===== config.mk =====
export PLATFORM = sky130hd
export DESIGN_NAME = dtid_core
export DESIGN_NICKNAME = d
export VERILOG_FILES = /design/src/dtid_pkg.sv /design/src/dtid_regfile.sv /design/src/dtid_core.sv
export VERILOG_INCLUDE_DIRS = /design/src /design/src/src
export SDC_FILE = /design/constraint.sdc
export NUM_CORES = 1
export LEC_CHECK = 0
export ABC_AREA = 1
export BUFFER_PORTS_ARGS = -buffer_cell sky130_fd_sc_hd__buf_2
export CAP_MARGIN = 20
export CORE_MARGIN = 1.5
export CORE_UTILIZATION = 55
export DETAILED_ROUTE_END_ITERATION = 12
export PLACE_DENSITY = 0.82
export SYNTH_ARGS = -nofsm -noshare
export SYNTH_HDL_FRONTEND = slang
export SYNTH_SLANG_ARGS = --single-unit

===== constraint.sdc =====
create_clock -name sys_clk -period 4.97 [get_ports sys_clk]
set_input_delay 0.2485 -clock sys_clk [delete_from_list [all_inputs] [get_ports sys_clk]]
set_output_delay 0.2485 -clock sys_clk [all_outputs]
set_load 0.01 [all_outputs]

===== src/dtid_map.svh =====
// Constants for the data-transfer instruction executor: behaviour list, addresses, codes, counts
// Behaviour
// - Eight byte registers X,A,C,B,E,D,L,H
// - Four register pairs AX,BC,DE,HL by index
// - Short direct addresses only FE20H to FF1FH
// - Absolute addresses 0000H-FFFFH, even for words
// - Table address: even addresses 0040H-007FH only
// - Immediates are 16, 8 and 3 bits
// - Byte accumulator A; word accumulator is A:X
// - Each flag kept, cleared, set, updated or restored
// - Immediate byte moves: 3 bytes, 6 clocks
// - Accumulator register/short/special moves: 2 bytes, 4 clocks
// - Accumulator absolute moves: 3 bytes, 8 clocks
// - Status word loads set zero, half-carry, carry
// - Pair-indirect accumulator moves: 1 byte, 6 clocks
// - HL plus displacement moves: 2 bytes, 6 clocks
// - Exchange A with register/short/special: 2 bytes, 6 clocks
`ifndef DTID_MAP_SVH
`define DTID_MAP_SVH

// Address windows
`define DTID_SADDR_BASE   16'hFE20
`define DTID_SFR_BASE     16'hFF00
`define DTID_TABLE_BASE   16'h0040

// Status word reset value and flag positions
`define DTID_STAT_RESET   8'h02
`define DTID_ZERO_BIT     6
`define DTID_HALF_BIT     4
`define DTID_CARRY_BIT    0

// Register indices
`define DTID_IDX_X        3'h0
`define DTID_IDX_A        3'h1
`define DTID_PAIR_DE      2'h2
`define DTID_PAIR_HL      2'h3

// Encoding lengths and clock counts
`define DTID_LEN1         2'h1
`define DTID_LEN2         2'h2
`define DTID_LEN3         2'h3
`define DTID_CLK_SHORT    4'h4
`define DTID_CLK_MID      4'h6
`define DTID_CLK_LONG     4'h8

// Operation codes, upper five bits of the first instruction byte
`define DTID_OP_R_IMM     5'h00
`define DTID_OP_SA_IMM    5'h01
`define DTID_OP_SF_IMM    5'h02
`define DTID_OP_A_R       5'h03
`define DTID_OP_R_A       5'h04
`define DTID_OP_A_SA      5'h05
`define DTID_OP_SA_A      5'h06
`define DTID_OP_A_SF      5'h07
`define DTID_OP_SF_A      5'h08
`define DTID_OP_A_AB      5'h09
`define DTID_OP_AB_A      5'h0A
`define DTID_OP_STAT_IMM  5'h0B
`define DTID_OP_A_STAT    5'h0C
`define DTID_OP_STAT_A    5'h0D
`define DTID_OP_A_DE      5'h0E
`define DTID_OP_DE_A      5'h0F
`define DTID_OP_A_HL      5'h10
`define DTID_OP_HL_A      5'h11
`define DTID_OP_A_HLD     5'h12
`define DTID_OP_HLD_A     5'h13
`define DTID_OP_XA_X      5'h14
`define DTID_OP_XA_R      5'h15
`define DTID_OP_XA_SA     5'h16
`define DTID_OP_XA_SF     5'h17
`define DTID_OP_XA_DE     5'h18
`define DTID_OP_XA_HL     5'h19
`define DTID_OP_XA_HLD    5'h1A

`endif


===== src/dtid_pkg.sv =====
// Types and decode helpers for the data-transfer instruction executor
`include "dtid_map.svh"

package dtid_pkg;

    // Immediate operand widths
    typedef logic [15:0] dtid_imm_word_t;
    typedef logic [7:0]  dtid_imm_byte_t;
    typedef logic [2:0]  dtid_imm_bit_t;

    // Operand address forms
    typedef enum logic [2:0] {
        AM_NONE, AM_SADDR, AM_SFR, AM_ABS, AM_DE, AM_HL, AM_HLD
    } dtid_amode_t;

    // Decoded instruction attributes
    typedef struct packed {
        logic [1:0]  len;    // Encoding bytes
        logic [3:0]  clocks; // Total clocks
        dtid_amode_t amode;  // Memory address form
        logic        mem_rd; // Reads memory operand
        logic        mem_wr; // Writes memory operand
        logic        exchange_op;    // Exchange form
    } dtid_dec_t;

    // Instruction byte stream from program memory
    typedef struct packed {
        logic       valid;
        logic [7:0] data;
    } dtid_fetch_t;

    // Data memory request; read data answers in the same cycle
    typedef struct packed {
        logic        re;
        logic        we;
        logic [15:0] addr;
        logic [7:0]  wdata;
    } dtid_mem_req_t;

    // Short direct offset always lands inside FE20H..FF1FH
    function automatic logic [15:0] dtid_saddr(input logic [7:0] off);
        return `DTID_SADDR_BASE + {8'h00, off};
    endfunction

    // Word short direct or absolute address forced even
    function automatic logic [15:0] dtid_word_addr(input logic [15:0] a);
        return {a[15:1], 1'b0};
    endfunction

    // Table slot: even address inside 0040H..007FH
    function automatic logic [15:0] dtid_table_addr(input logic [4:0] idx);
        return `DTID_TABLE_BASE + {10'h000, idx, 1'b0};
    endfunction

    // Builds one decode entry
    function automatic dtid_dec_t dtid_mk(input logic [1:0] l, input logic [3:0] c,
                                          input dtid_amode_t m, input logic r,
                                          input logic w, input logic x);
        dtid_dec_t d;
        d.len    = l;
        d.clocks = c;
        d.amode  = m;
        d.mem_rd = r;
        d.mem_wr = w;
        d.exchange_op    = x;
        return d;
    endfunction

    // Length, clocks and operand form of each operation
    function automatic dtid_dec_t dtid_decode(input logic [4:0] op);
        dtid_dec_t d;
        d = dtid_mk(`DTID_LEN1, `DTID_CLK_SHORT, AM_NONE, 1'b0, 1'b0, 1'b0);
        case (op)
            `DTID_OP_R_IMM:   d = dtid_mk(`DTID_LEN3, `DTID_CLK_MID, AM_NONE, 1'b0, 1'b0, 1'b0);
            `DTID_OP_SA_IMM:  d = dtid_mk(`DTID_LEN3, `DTID_CLK_MID, AM_SADDR, 1'b0, 1'b1, 1'b0);
            `DTID_OP_SF_IMM:  d = dtid_mk(`DTID_LEN3, `DTID_CLK_MID, AM_SFR, 1'b0, 1'b1, 1'b0);
            `DTID_OP_A_R,
            `DTID_OP_R_A,
            `DTID_OP_A_STAT,
            `DTID_OP_STAT_A:  d = dtid_mk(`DTID_LEN2, `DTID_CLK_SHORT, AM_NONE, 1'b0, 1'b0, 1'b0);
            `DTID_OP_A_SA:    d = dtid_mk(`DTID_LEN2, `DTID_CLK_SHORT, AM_SADDR, 1'b1, 1'b0, 1'b0);
            `DTID_OP_SA_A:    d = dtid_mk(`DTID_LEN2, `DTID_CLK_SHORT, AM_SADDR, 1'b0, 1'b1, 1'b0);
            `DTID_OP_A_SF:    d = dtid_mk(`DTID_LEN2, `DTID_CLK_SHORT, AM_SFR, 1'b1, 1'b0, 1'b0);
            `DTID_OP_SF_A:    d = dtid_mk(`DTID_LEN2, `DTID_CLK_SHORT, AM_SFR, 1'b0, 1'b1, 1'b0);
            `DTID_OP_A_AB:    d = dtid_mk(`DTID_LEN3, `DTID_CLK_LONG, AM_ABS, 1'b1, 1'b0, 1'b0);
            `DTID_OP_AB_A:    d = dtid_mk(`DTID_LEN3, `DTID_CLK_LONG, AM_ABS, 1'b0, 1'b1, 1'b0);
            `DTID_OP_STAT_IMM: d = dtid_mk(`DTID_LEN3, `DTID_CLK_MID, AM_NONE, 1'b0, 1'b0, 1'b0);
            `DTID_OP_A_DE:    d = dtid_mk(`DTID_LEN1, `DTID_CLK_MID, AM_DE, 1'b1, 1'b0, 1'b0);
            `DTID_OP_DE_A:    d = dtid_mk(`DTID_LEN1, `DTID_CLK_MID, AM_DE, 1'b0, 1'b1, 1'b0);
            `DTID_OP_A_HL:    d = dtid_mk(`DTID_LEN1, `DTID_CLK_MID, AM_HL, 1'b1, 1'b0, 1'b0);
            `DTID_OP_HL_A:    d = dtid_mk(`DTID_LEN1, `DTID_CLK_MID, AM_HL, 1'b0, 1'b1, 1'b0);
            `DTID_OP_A_HLD:   d = dtid_mk(`DTID_LEN2, `DTID_CLK_MID, AM_HLD, 1'b1, 1'b0, 1'b0);
            `DTID_OP_HLD_A:   d = dtid_mk(`DTID_LEN2, `DTID_CLK_MID, AM_HLD, 1'b0, 1'b1, 1'b0);
            `DTID_OP_XA_X:    d = dtid_mk(`DTID_LEN1, `DTID_CLK_SHORT, AM_NONE, 1'b0, 1'b0, 1'b1);
            `DTID_OP_XA_R:    d = dtid_mk(`DTID_LEN2, `DTID_CLK_MID, AM_NONE, 1'b0, 1'b0, 1'b1);
            `DTID_OP_XA_SA:   d = dtid_mk(`DTID_LEN2, `DTID_CLK_MID, AM_SADDR, 1'b1, 1'b1, 1'b1);
            `DTID_OP_XA_SF:   d = dtid_mk(`DTID_LEN2, `DTID_CLK_MID, AM_SFR, 1'b1, 1'b1, 1'b1);
            `DTID_OP_XA_DE:   d = dtid_mk(`DTID_LEN1, `DTID_CLK_LONG, AM_DE, 1'b1, 1'b1, 1'b1);
            `DTID_OP_XA_HL:   d = dtid_mk(`DTID_LEN1, `DTID_CLK_LONG, AM_HL, 1'b1, 1'b1, 1'b1);
            `DTID_OP_XA_HLD:  d = dtid_mk(`DTID_LEN2, `DTID_CLK_LONG, AM_HLD, 1'b1, 1'b1, 1'b1);
            default:          d = dtid_mk(`DTID_LEN1, `DTID_CLK_SHORT, AM_NONE, 1'b0, 1'b0, 1'b0);
        endcase
        return d;
    endfunction

endpackage


===== src/dtid_regfile.sv =====
// General register file: eight byte registers with byte and pair read ports
`timescale 1ns/1ps
`include "dtid_map.svh"

module dtid_regfile (
    input  wire logic        sys_clk,  // Core clock
    input  wire logic        rst_n,    // Synchronous reset, active low
    input  wire logic [2:0]  rd_idx,   // Byte read index
    input  wire logic [1:0]  pair_sel, // Pair read index
    input  wire logic        wa_en,    // Write port A enable
    input  wire logic [2:0]  wa_idx,   // Write port A index
    input  wire logic [7:0]  wa_data,  // Write port A data
    input  wire logic        wb_en,    // Write port B enable
    input  wire logic [2:0]  wb_idx,   // Write port B index
    input  wire logic [7:0]  wb_data,  // Write port B data
    output logic      [7:0]  rd_data,  // Byte read data, registered
    output logic      [15:0] pair_data, // Pair read data, registered
    output logic      [15:0] acc_word  // A as high byte, X as low byte
);
    import dtid_pkg::*;

    logic [7:0] regs [8];      // X,A,C,B,E,D,L,H at indices 0..7
    logic [7:0] next_regs [8]; // Next register values

    // Per-register write select; port A wins over port B
    genvar gi;
    generate
        for (gi = 0; gi < 8; gi++) begin : g_reg
            always_comb begin
                next_regs[gi] = regs[gi];
                if (wb_en && wb_idx == 3'(gi)) begin
                    next_regs[gi] = wb_data;
                end
                if (wa_en && wa_idx == 3'(gi)) begin
                    next_regs[gi] = wa_data;
                end
            end
            always_ff @(posedge sys_clk) begin
                if (!rst_n) begin
                    regs[gi] <= 8'h00;
                end else begin
                    regs[gi] <= next_regs[gi];
                end
            end
        end
    endgenerate

    // Registered reads; a pair is its odd register above its even one
    always_ff @(posedge sys_clk) begin
        if (!rst_n) begin
            rd_data <= 8'h00;
            pair_data <= 16'h0000;
        end else begin
            rd_data <= regs[rd_idx];
            pair_data <= {regs[{pair_sel, 1'b1}], regs[{pair_sel, 1'b0}]};
        end
    end

    // Word accumulator straight from the A and X flops
    assign acc_word = {regs[`DTID_IDX_A], regs[`DTID_IDX_X]};

endmodule


===== src/dtid_core.sv =====
// Data-transfer and exchange instruction executor with its register file
`timescale 1ns/1ps
`include "dtid_map.svh"

module dtid_core (
    input  wire logic                  sys_clk,     // Core clock, 125 MHz
    input  wire logic                  rst_n,       // Synchronous reset, active low
    input  wire dtid_pkg::dtid_fetch_t fetch,       // Instruction byte stream
    output logic                       fetch_ready, // Byte taken when valid and ready
    output dtid_pkg::dtid_mem_req_t    mem_req,     // Data memory request, registered
    input  wire logic [7:0]            mem_rdata,   // Read data, same cycle as request
    output logic [7:0]                 status_word, // Flags register
    output logic [15:0]                word_acc,    // Word accumulator A:X
    output logic                       irq_hold,    // High while an instruction runs
    output logic                       instr_done   // Pulse in the clock after the last
);
    import dtid_pkg::*;

    // Sequencer states
    typedef enum logic [1:0] {ST_FETCH, ST_OPER, ST_EXEC} dtid_state_t;

    dtid_state_t   state;           // Current state
    dtid_state_t   next_state;      // Next state
    logic [3:0]    cyc;             // Clock index inside the instruction
    logic [3:0]    next_cyc;
    logic [4:0]    op;              // Latched operation
    logic [4:0]    next_op;
    logic [2:0]    rf;              // Latched register field
    logic [2:0]    next_rf;
    logic [7:0]    b1;              // Second instruction byte
    logic [7:0]    next_b1;
    logic [7:0]    b2;              // Third instruction byte
    logic [7:0]    next_b2;
    logic [7:0]    next_status_word;
    logic          next_instr_done;
    dtid_mem_req_t next_mem_req;

    logic [4:0]    cur_op;          // Operation seen this cycle
    dtid_dec_t     dec;             // Its decode
    logic          take;            // Byte accepted this cycle
    logic [3:0]    len4;            // Length widened for compares
    logic          at_issue;        // First execute clock
    logic          at_commit;       // Second execute clock
    logic [15:0]   eff_addr;        // Memory operand address
    logic [7:0]    acc;             // Accumulator A
    logic [2:0]    rd_idx;          // Register read index
    logic [1:0]    pair_sel;        // Pair read index
    logic [7:0]    rd_data;         // Registered register read
    logic [15:0]   pair_data;       // Registered pair read
    logic          wa_en;           // Accumulator write
    logic [7:0]    wa_data;
    logic          wb_en;           // Other register write
    logic [7:0]    wb_data;

    // Operation fields come straight from the byte while waiting for an opcode
    always_comb begin
        cur_op    = (state == ST_FETCH) ? fetch.data[7:3] : op;
        dec       = dtid_decode(cur_op);
        len4      = {2'b00, dec.len};
        take      = fetch.valid && fetch_ready;
        at_issue  = (state == ST_EXEC) && (cyc == len4);
        at_commit = (state == ST_EXEC) && (cyc == len4 + 4'h1);
        acc       = word_acc[15:8];
    end

    // Bytes are taken only outside execution
    assign fetch_ready = (state != ST_EXEC);
    // Nothing may interrupt between the read and the write halves
    assign irq_hold    = (state != ST_FETCH);

    // Read port selection; exchange with X always reads index 0
    always_comb begin
        rd_idx = (state == ST_FETCH) ? fetch.data[2:0] : rf;
        if (cur_op == `DTID_OP_XA_X) begin
            rd_idx = `DTID_IDX_X;
        end
        pair_sel = (dec.amode == AM_DE) ? `DTID_PAIR_DE : `DTID_PAIR_HL;
    end

    // Operand address by form
    always_comb begin
        unique case (dec.amode)
            AM_SADDR: eff_addr = dtid_saddr(b1);
            AM_SFR:   eff_addr = `DTID_SFR_BASE + {8'h00, b1};
            AM_ABS:   eff_addr = {b2, b1};
            AM_DE:    eff_addr = pair_data;
            AM_HL:    eff_addr = pair_data;
            AM_HLD:   eff_addr = pair_data + {8'h00, b1};
            default:  eff_addr = 16'h0000;
        endcase
    end

    // Sequencer: opcode, operand bytes, then execute up to the clock count
    always_comb begin
        next_state      = state;
        next_cyc        = cyc;
        next_op         = op;
        next_rf         = rf;
        next_b1         = b1;
        next_b2         = b2;
        next_instr_done = 1'b0;
        unique case (state)
            ST_FETCH: begin
                if (take) begin
                    next_op    = fetch.data[7:3];
                    next_rf    = fetch.data[2:0];
                    next_cyc   = 4'h1;
                    // Single-byte forms go straight to execution
                    next_state = (dec.len == `DTID_LEN1) ? ST_EXEC : ST_OPER;
                end
            end
            ST_OPER: begin
                if (take) begin
                    // Second byte then third byte
                    if (cyc == 4'h1) begin
                        next_b1 = fetch.data;
                    end else begin
                        next_b2 = fetch.data;
                    end
                    next_cyc = cyc + 4'h1;
                    if (cyc == len4 - 4'h1) begin
                        next_state = ST_EXEC;
                    end
                end
            end
            ST_EXEC: begin
                next_cyc = cyc + 4'h1;
                // Finish exactly at the documented clock count
                if (cyc == dec.clocks - 4'h1) begin
                    next_state      = ST_FETCH;
                    next_instr_done = 1'b1;
                    next_cyc        = 4'h0;
                end
            end
        endcase
    end

    // Memory requests: read or store at issue, exchange write-back at commit
    always_comb begin
        next_mem_req = '0;
        if (at_issue && dec.mem_rd) begin
            next_mem_req.re   = 1'b1;
            next_mem_req.addr = eff_addr;
        end else if (at_issue && dec.mem_wr && !dec.exchange_op) begin
            next_mem_req.we    = 1'b1;
            next_mem_req.addr  = eff_addr;
            // Immediate stores carry the third byte; absolute and other stores carry A
            next_mem_req.wdata = (dec.len == `DTID_LEN3 && dec.amode != AM_ABS) ?
                                 b2 : acc;
        end else if (at_commit && dec.mem_wr && dec.exchange_op) begin
            // Old accumulator goes back to the operand inside the same instruction
            next_mem_req.we    = 1'b1;
            next_mem_req.addr  = eff_addr;
            next_mem_req.wdata = acc;
        end
    end

    // Register and flag writes in the commit clock
    always_comb begin
        wa_en            = 1'b0;
        wa_data          = 8'h00;
        wb_en            = 1'b0;
        wb_data          = 8'h00;
        next_status_word = status_word;
        if (at_commit) begin
            unique case (op)
                `DTID_OP_R_IMM: begin
                    wb_en   = 1'b1;
                    wb_data = b2;
                end
                `DTID_OP_R_A: begin
                    wb_en   = 1'b1;
                    wb_data = acc;
                end
                `DTID_OP_A_R: begin
                    wa_en   = 1'b1;
                    wa_data = rd_data;
                end
                `DTID_OP_A_SA, `DTID_OP_A_SF, `DTID_OP_A_AB, `DTID_OP_A_DE,
                `DTID_OP_A_HL, `DTID_OP_A_HLD: begin
                    wa_en   = 1'b1;
                    wa_data = mem_rdata;
                end
                `DTID_OP_A_STAT: begin
                    wa_en   = 1'b1;
                    wa_data = status_word;
                end
                `DTID_OP_STAT_IMM: begin
                    next_status_word = b2;
                end
                `DTID_OP_STAT_A: begin
                    next_status_word = acc;
                end
                `DTID_OP_XA_X, `DTID_OP_XA_R: begin
                    // Both halves land on the same edge
                    wa_en   = 1'b1;
                    wa_data = rd_data;
                    wb_en   = 1'b1;
                    wb_data = acc;
                end
                `DTID_OP_XA_SA, `DTID_OP_XA_SF, `DTID_OP_XA_DE, `DTID_OP_XA_HL,
                `DTID_OP_XA_HLD: begin
                    wa_en   = 1'b1;
                    wa_data = mem_rdata;
                end
                default: begin
                    // Stores and unknown codes touch no register
                    wa_en = 1'b0;
                end
            endcase
        end
    end

    // State registers
    always_ff @(posedge sys_clk) begin
        if (!rst_n) begin
            state       <= ST_FETCH;
            cyc         <= 4'h0;
            op          <= 5'h00;
            rf          <= 3'h0;
            b1          <= 8'h00;
            b2          <= 8'h00;
            status_word <= `DTID_STAT_RESET;
            mem_req     <= '0;
            instr_done  <= 1'b0;
        end else begin
            state       <= next_state;
            cyc         <= next_cyc;
            op          <= next_op;
            rf          <= next_rf;
            b1          <= next_b1;
            b2          <= next_b2;
            status_word <= next_status_word;
            mem_req     <= next_mem_req;
            instr_done  <= next_instr_done;
        end
    end

    // Register file; port B targets the latched field, or X for the short exchange
    dtid_regfile u_regs (
        .sys_clk  (sys_clk),
        .rst_n    (rst_n),
        .rd_idx   (rd_idx),
        .pair_sel (pair_sel),
        .wa_en    (wa_en),
        .wa_idx   (`DTID_IDX_A),
        .wa_data  (wa_data),
        .wb_en    (wb_en),
        .wb_idx   ((op == `DTID_OP_XA_X) ? `DTID_IDX_X : rf),
        .wb_data  (wb_data),
        .rd_data  (rd_data),
        .pair_data(pair_data),
        .acc_word (word_acc)
    );

endmodule


==> metrics.csv <==
metric;value;unit
status;complete, no violations;
numPortBuffers;71;
hold_end;op[2];
reg2reg_setup_slack;0.71;ns
antenna_found_initial;0;
clkLatencyLatePin;0.43;ns
path_max_fanout;17;
synth.top_cell.area_share;23.5;%
n_antenna_cell;0;
clkPwrFrac;24.0;%
r2r_end;u_regs.regs[5][1];
fp.dieH;131;um
required;5.07;ns
syn_area_per_cell;7.19;um^2
final_antenna_net_count;0;
cts.hold.buffers_added;0;
synthMuxAreaShare;0;%
dp_hpwl;19500;um
die_w;131;um
fin_nets;1341;
cts_buffers;17;
hold_path.class;in -> reg;
synth.most_common_cell;nand2_1;
drt_iter0_markers;1129;
crit_slowest_cell;ha_2;
multi_input_area;4720;um^2
grt_busiest_layer;met2;
hold_start;fetch[5];
clock_sinks;153;
ys.flop_type;dfxtp_1;
cts_tree;yes;
wl_per_cell;17.2;um
synth_cells;1245;
synth_edf_count;48;
synthTopCellsByCount;281 x nand2_1, 171 x nor2_1, 119 x o21ai_0;
p_per_area;570;nW/um^2
holdPathStages;3;
top_level_ports;72;
use_met1;43.5;%
switching_share;46.4;%
reg2reg_depth;18;
initial_core_util;56.4;%
drv_slew;0;
finalWorstSetupSlack;0.714;ns
holdWs;0.164;ns
cap_violations;0;
dr.pass1.iters;9;
grt_pass1_vias;7677;
worstReg2RegStart;state[0];
clk_pin_slew;0.07;ns
crit_buf_inv;3;
worstMarginPinSlew;0.796;ns
crit_type;reg -> reg;
dieArea;17100;um^2
core_area;15900;um^2
seqCellArea;3540;um^2
grt_pass1_wl;41000;um
synthTopCellsByArea;dfxtp_1 23%, edfxtp_1 16%, nand2_1 12%;
p_switching;2.65;mW
synth_compound_area_share;14.8;%
areaGrowthSynthToFinish;11.8;%
slew_headroom;46.9;%
min_period;4.26;ns
final.setup.tns;0;ns
drt_wl_total;26300;um
grtUsageTotal;31.8;%
rows;46;
synth_fa_ha_area_share;3.72;%
vias;8712;
drive_gt1_share;13.4;%
clockBufferDepth;2;
syn_nets;1290;
crit_chain;inv_1, ha_2, nand2_1, o21ai_2, inv_1, ha_1, inv_1, nor2_1, nand2_1, nand3_2, ha_1, a211oi_1, o21ai_0, nor2_1, nand2_4, a21oi_4, nand2_4, nand2_1;
viasPerCell;5.71;
peakVddDrop;314;uV
async_flop_share;0;%
ys_seq_area_share;39.6;%
p_leak;4.35;nW
critical-path-top-delay-family;simple AND/OR/NAND/NOR gates;
synth_largest_area_cell;dfxtp_1;
end_kind;flip-flop;
timing.final.crit_share;85.6;%
p_seq_share;28.0;%
hold_violations;0;
cp-start-kind;flip-flop;
synth-simple-area-share;32.8;%
ys_warn_count;0;
ys_ff_latch;153;
use_met2;50.0;%
slowest_delay;0.45;ns
overflow;0;
finClkSkew;0.0117;ns
drc;0;
arrival;4.36;ns
cts_root_buf;clkbuf_16;
synth_xor_area_share;1.27;%
grt_util_met3;6.31;%
htreeDepth;4;
dp_slack;0.509;ns
gp_congestion;0.965;
internal_power;3.06;mW
max_freq;235;MHz
rsz0062_at_grt;false;
grt_max_degree;52;
setup_violations;0;
post_cts_buffers;0;
nFillCells;1447;
synth_top_family_by_area;simple AND/OR/NAND/NOR gates;
synthesis.area;8950;um^2
pwr-share-comb;48.0;%
post_synth_num_cell_types;47;
==> routing by layer <==
metal  vias to the layer above  wire, um
li1                       4250         -
met1                      3943     10900
met2                       450     11900
met3                        69      2570
met4                         0       856
met5                         -         0
==> placed cells by master (no fill, tap or decap), drive strengths merged, types with 2 or more instances in the layout <==
cell type,synthesis,layout
clkbuf,22,20
a211oi,4,4
nand3,106,106
clkinvlp,0,2
xor2,8,8
edfxtp,48,48
o211ai,3,3
a21oi,84,84
clkinv,0,4
o22ai,16,16
ha,25,25
o21ai,131,131
nand3b,4,4
inv,120,123
nand2,304,304
buf,22,76
nor2,178,178
bufinv,0,3
xnor2,5,5
nand4,35,35
nor3,15,15
dfxtp,105,105
and3,2,2
==> worst reg2reg max path, delay by kind of cell, from the launching register on <==
kind / cells / cell delay [ns]
AND/OR/NAND/NOR: 8 / 1.28
adder cells (fa/ha/maj): 3 / 1.02
AO/OA/AOI/OAI: 4 / 0.97
buffers and inverters: 3 / 0.35
flip-flops: 1 / 0.32
==> worst max path at each step <==
stage,start,endpoint,slack [ns],cells after the start
CTS,state[0],u_regs.regs[5][1],0.49,18
global placement,state[0],u_regs.regs[5][2],0.67,18
detailed placement,state[0],u_regs.regs[5][6],0.51,18
floorplan,state[0],u_regs.regs[5][0],1.33,21
global route,state[0],u_regs.regs[5][5],0.27,18
finish,state[0],u_regs.regs[5][1],0.71,18
==> area by class of cell <==
type	count	area share, %
clock buffer	20	4.67
timing repair buffer	76	3.92
sequential	153	35.4
inverter	120	4.57
tap	216	2.70
multi-input combinational	928	47.1
clock inverter	12	1.62
==> through the flow <==
step | cells | total power, mW | utilization, % | instance area [um^2]
global placement | 1493 | 4.25 | 59.0 | 9380
finish | 1525 | 5.71 | 63.0 | 10000
global route | 1525 | 6.08 | 63.0 | 10000
CTS | 1525 | 5.64 | 63.0 | 10000
detailed placement | 1493 | 4.27 | 59.0 | 9380
floorplan | 1245 | 3.69 | - | 8950
==> flip-flops by register name, summed over array words and instances, names as in the netlist <==
register / cells
b2: 8
u_regs.rd_data: 8
cyc: 4
b1: 8
u_regs.regs: 64
state: 2
mem_req: 26
rf: 3
instr_done: 1
op: 5
u_regs.pair_data: 16
status_word: 8
==> power groups by stage <==
stage	Clock, mW	Sequential, mW	Combinational, mW
global placement	0	1.61	2.64
finish	1.37	1.60	2.74
floorplan	0	1.56	2.13
global route	1.43	1.61	3.04
detailed placement	0	1.62	2.65
CTS	1.37	1.59	2.68
==> cells by family (layout without fill, tap and decap cells) <==
kind of cell             after synthesis  in the layout
XOR/XNOR                              13             13
AND/OR/NAND/NOR                      645            645
AO/OA/AOI/OAI                        244            244
buffers and inverters                164            228
flip-flops                           153            153
adder cells (fa/ha/maj)               26             26
==> what timing repair did <==
action,in CTS,in global routing
endpoints found under the hold margin,0,0
endpoints found under the setup margin,0,8
resized for setup,0,1
(Power assumes the default switching activity.)
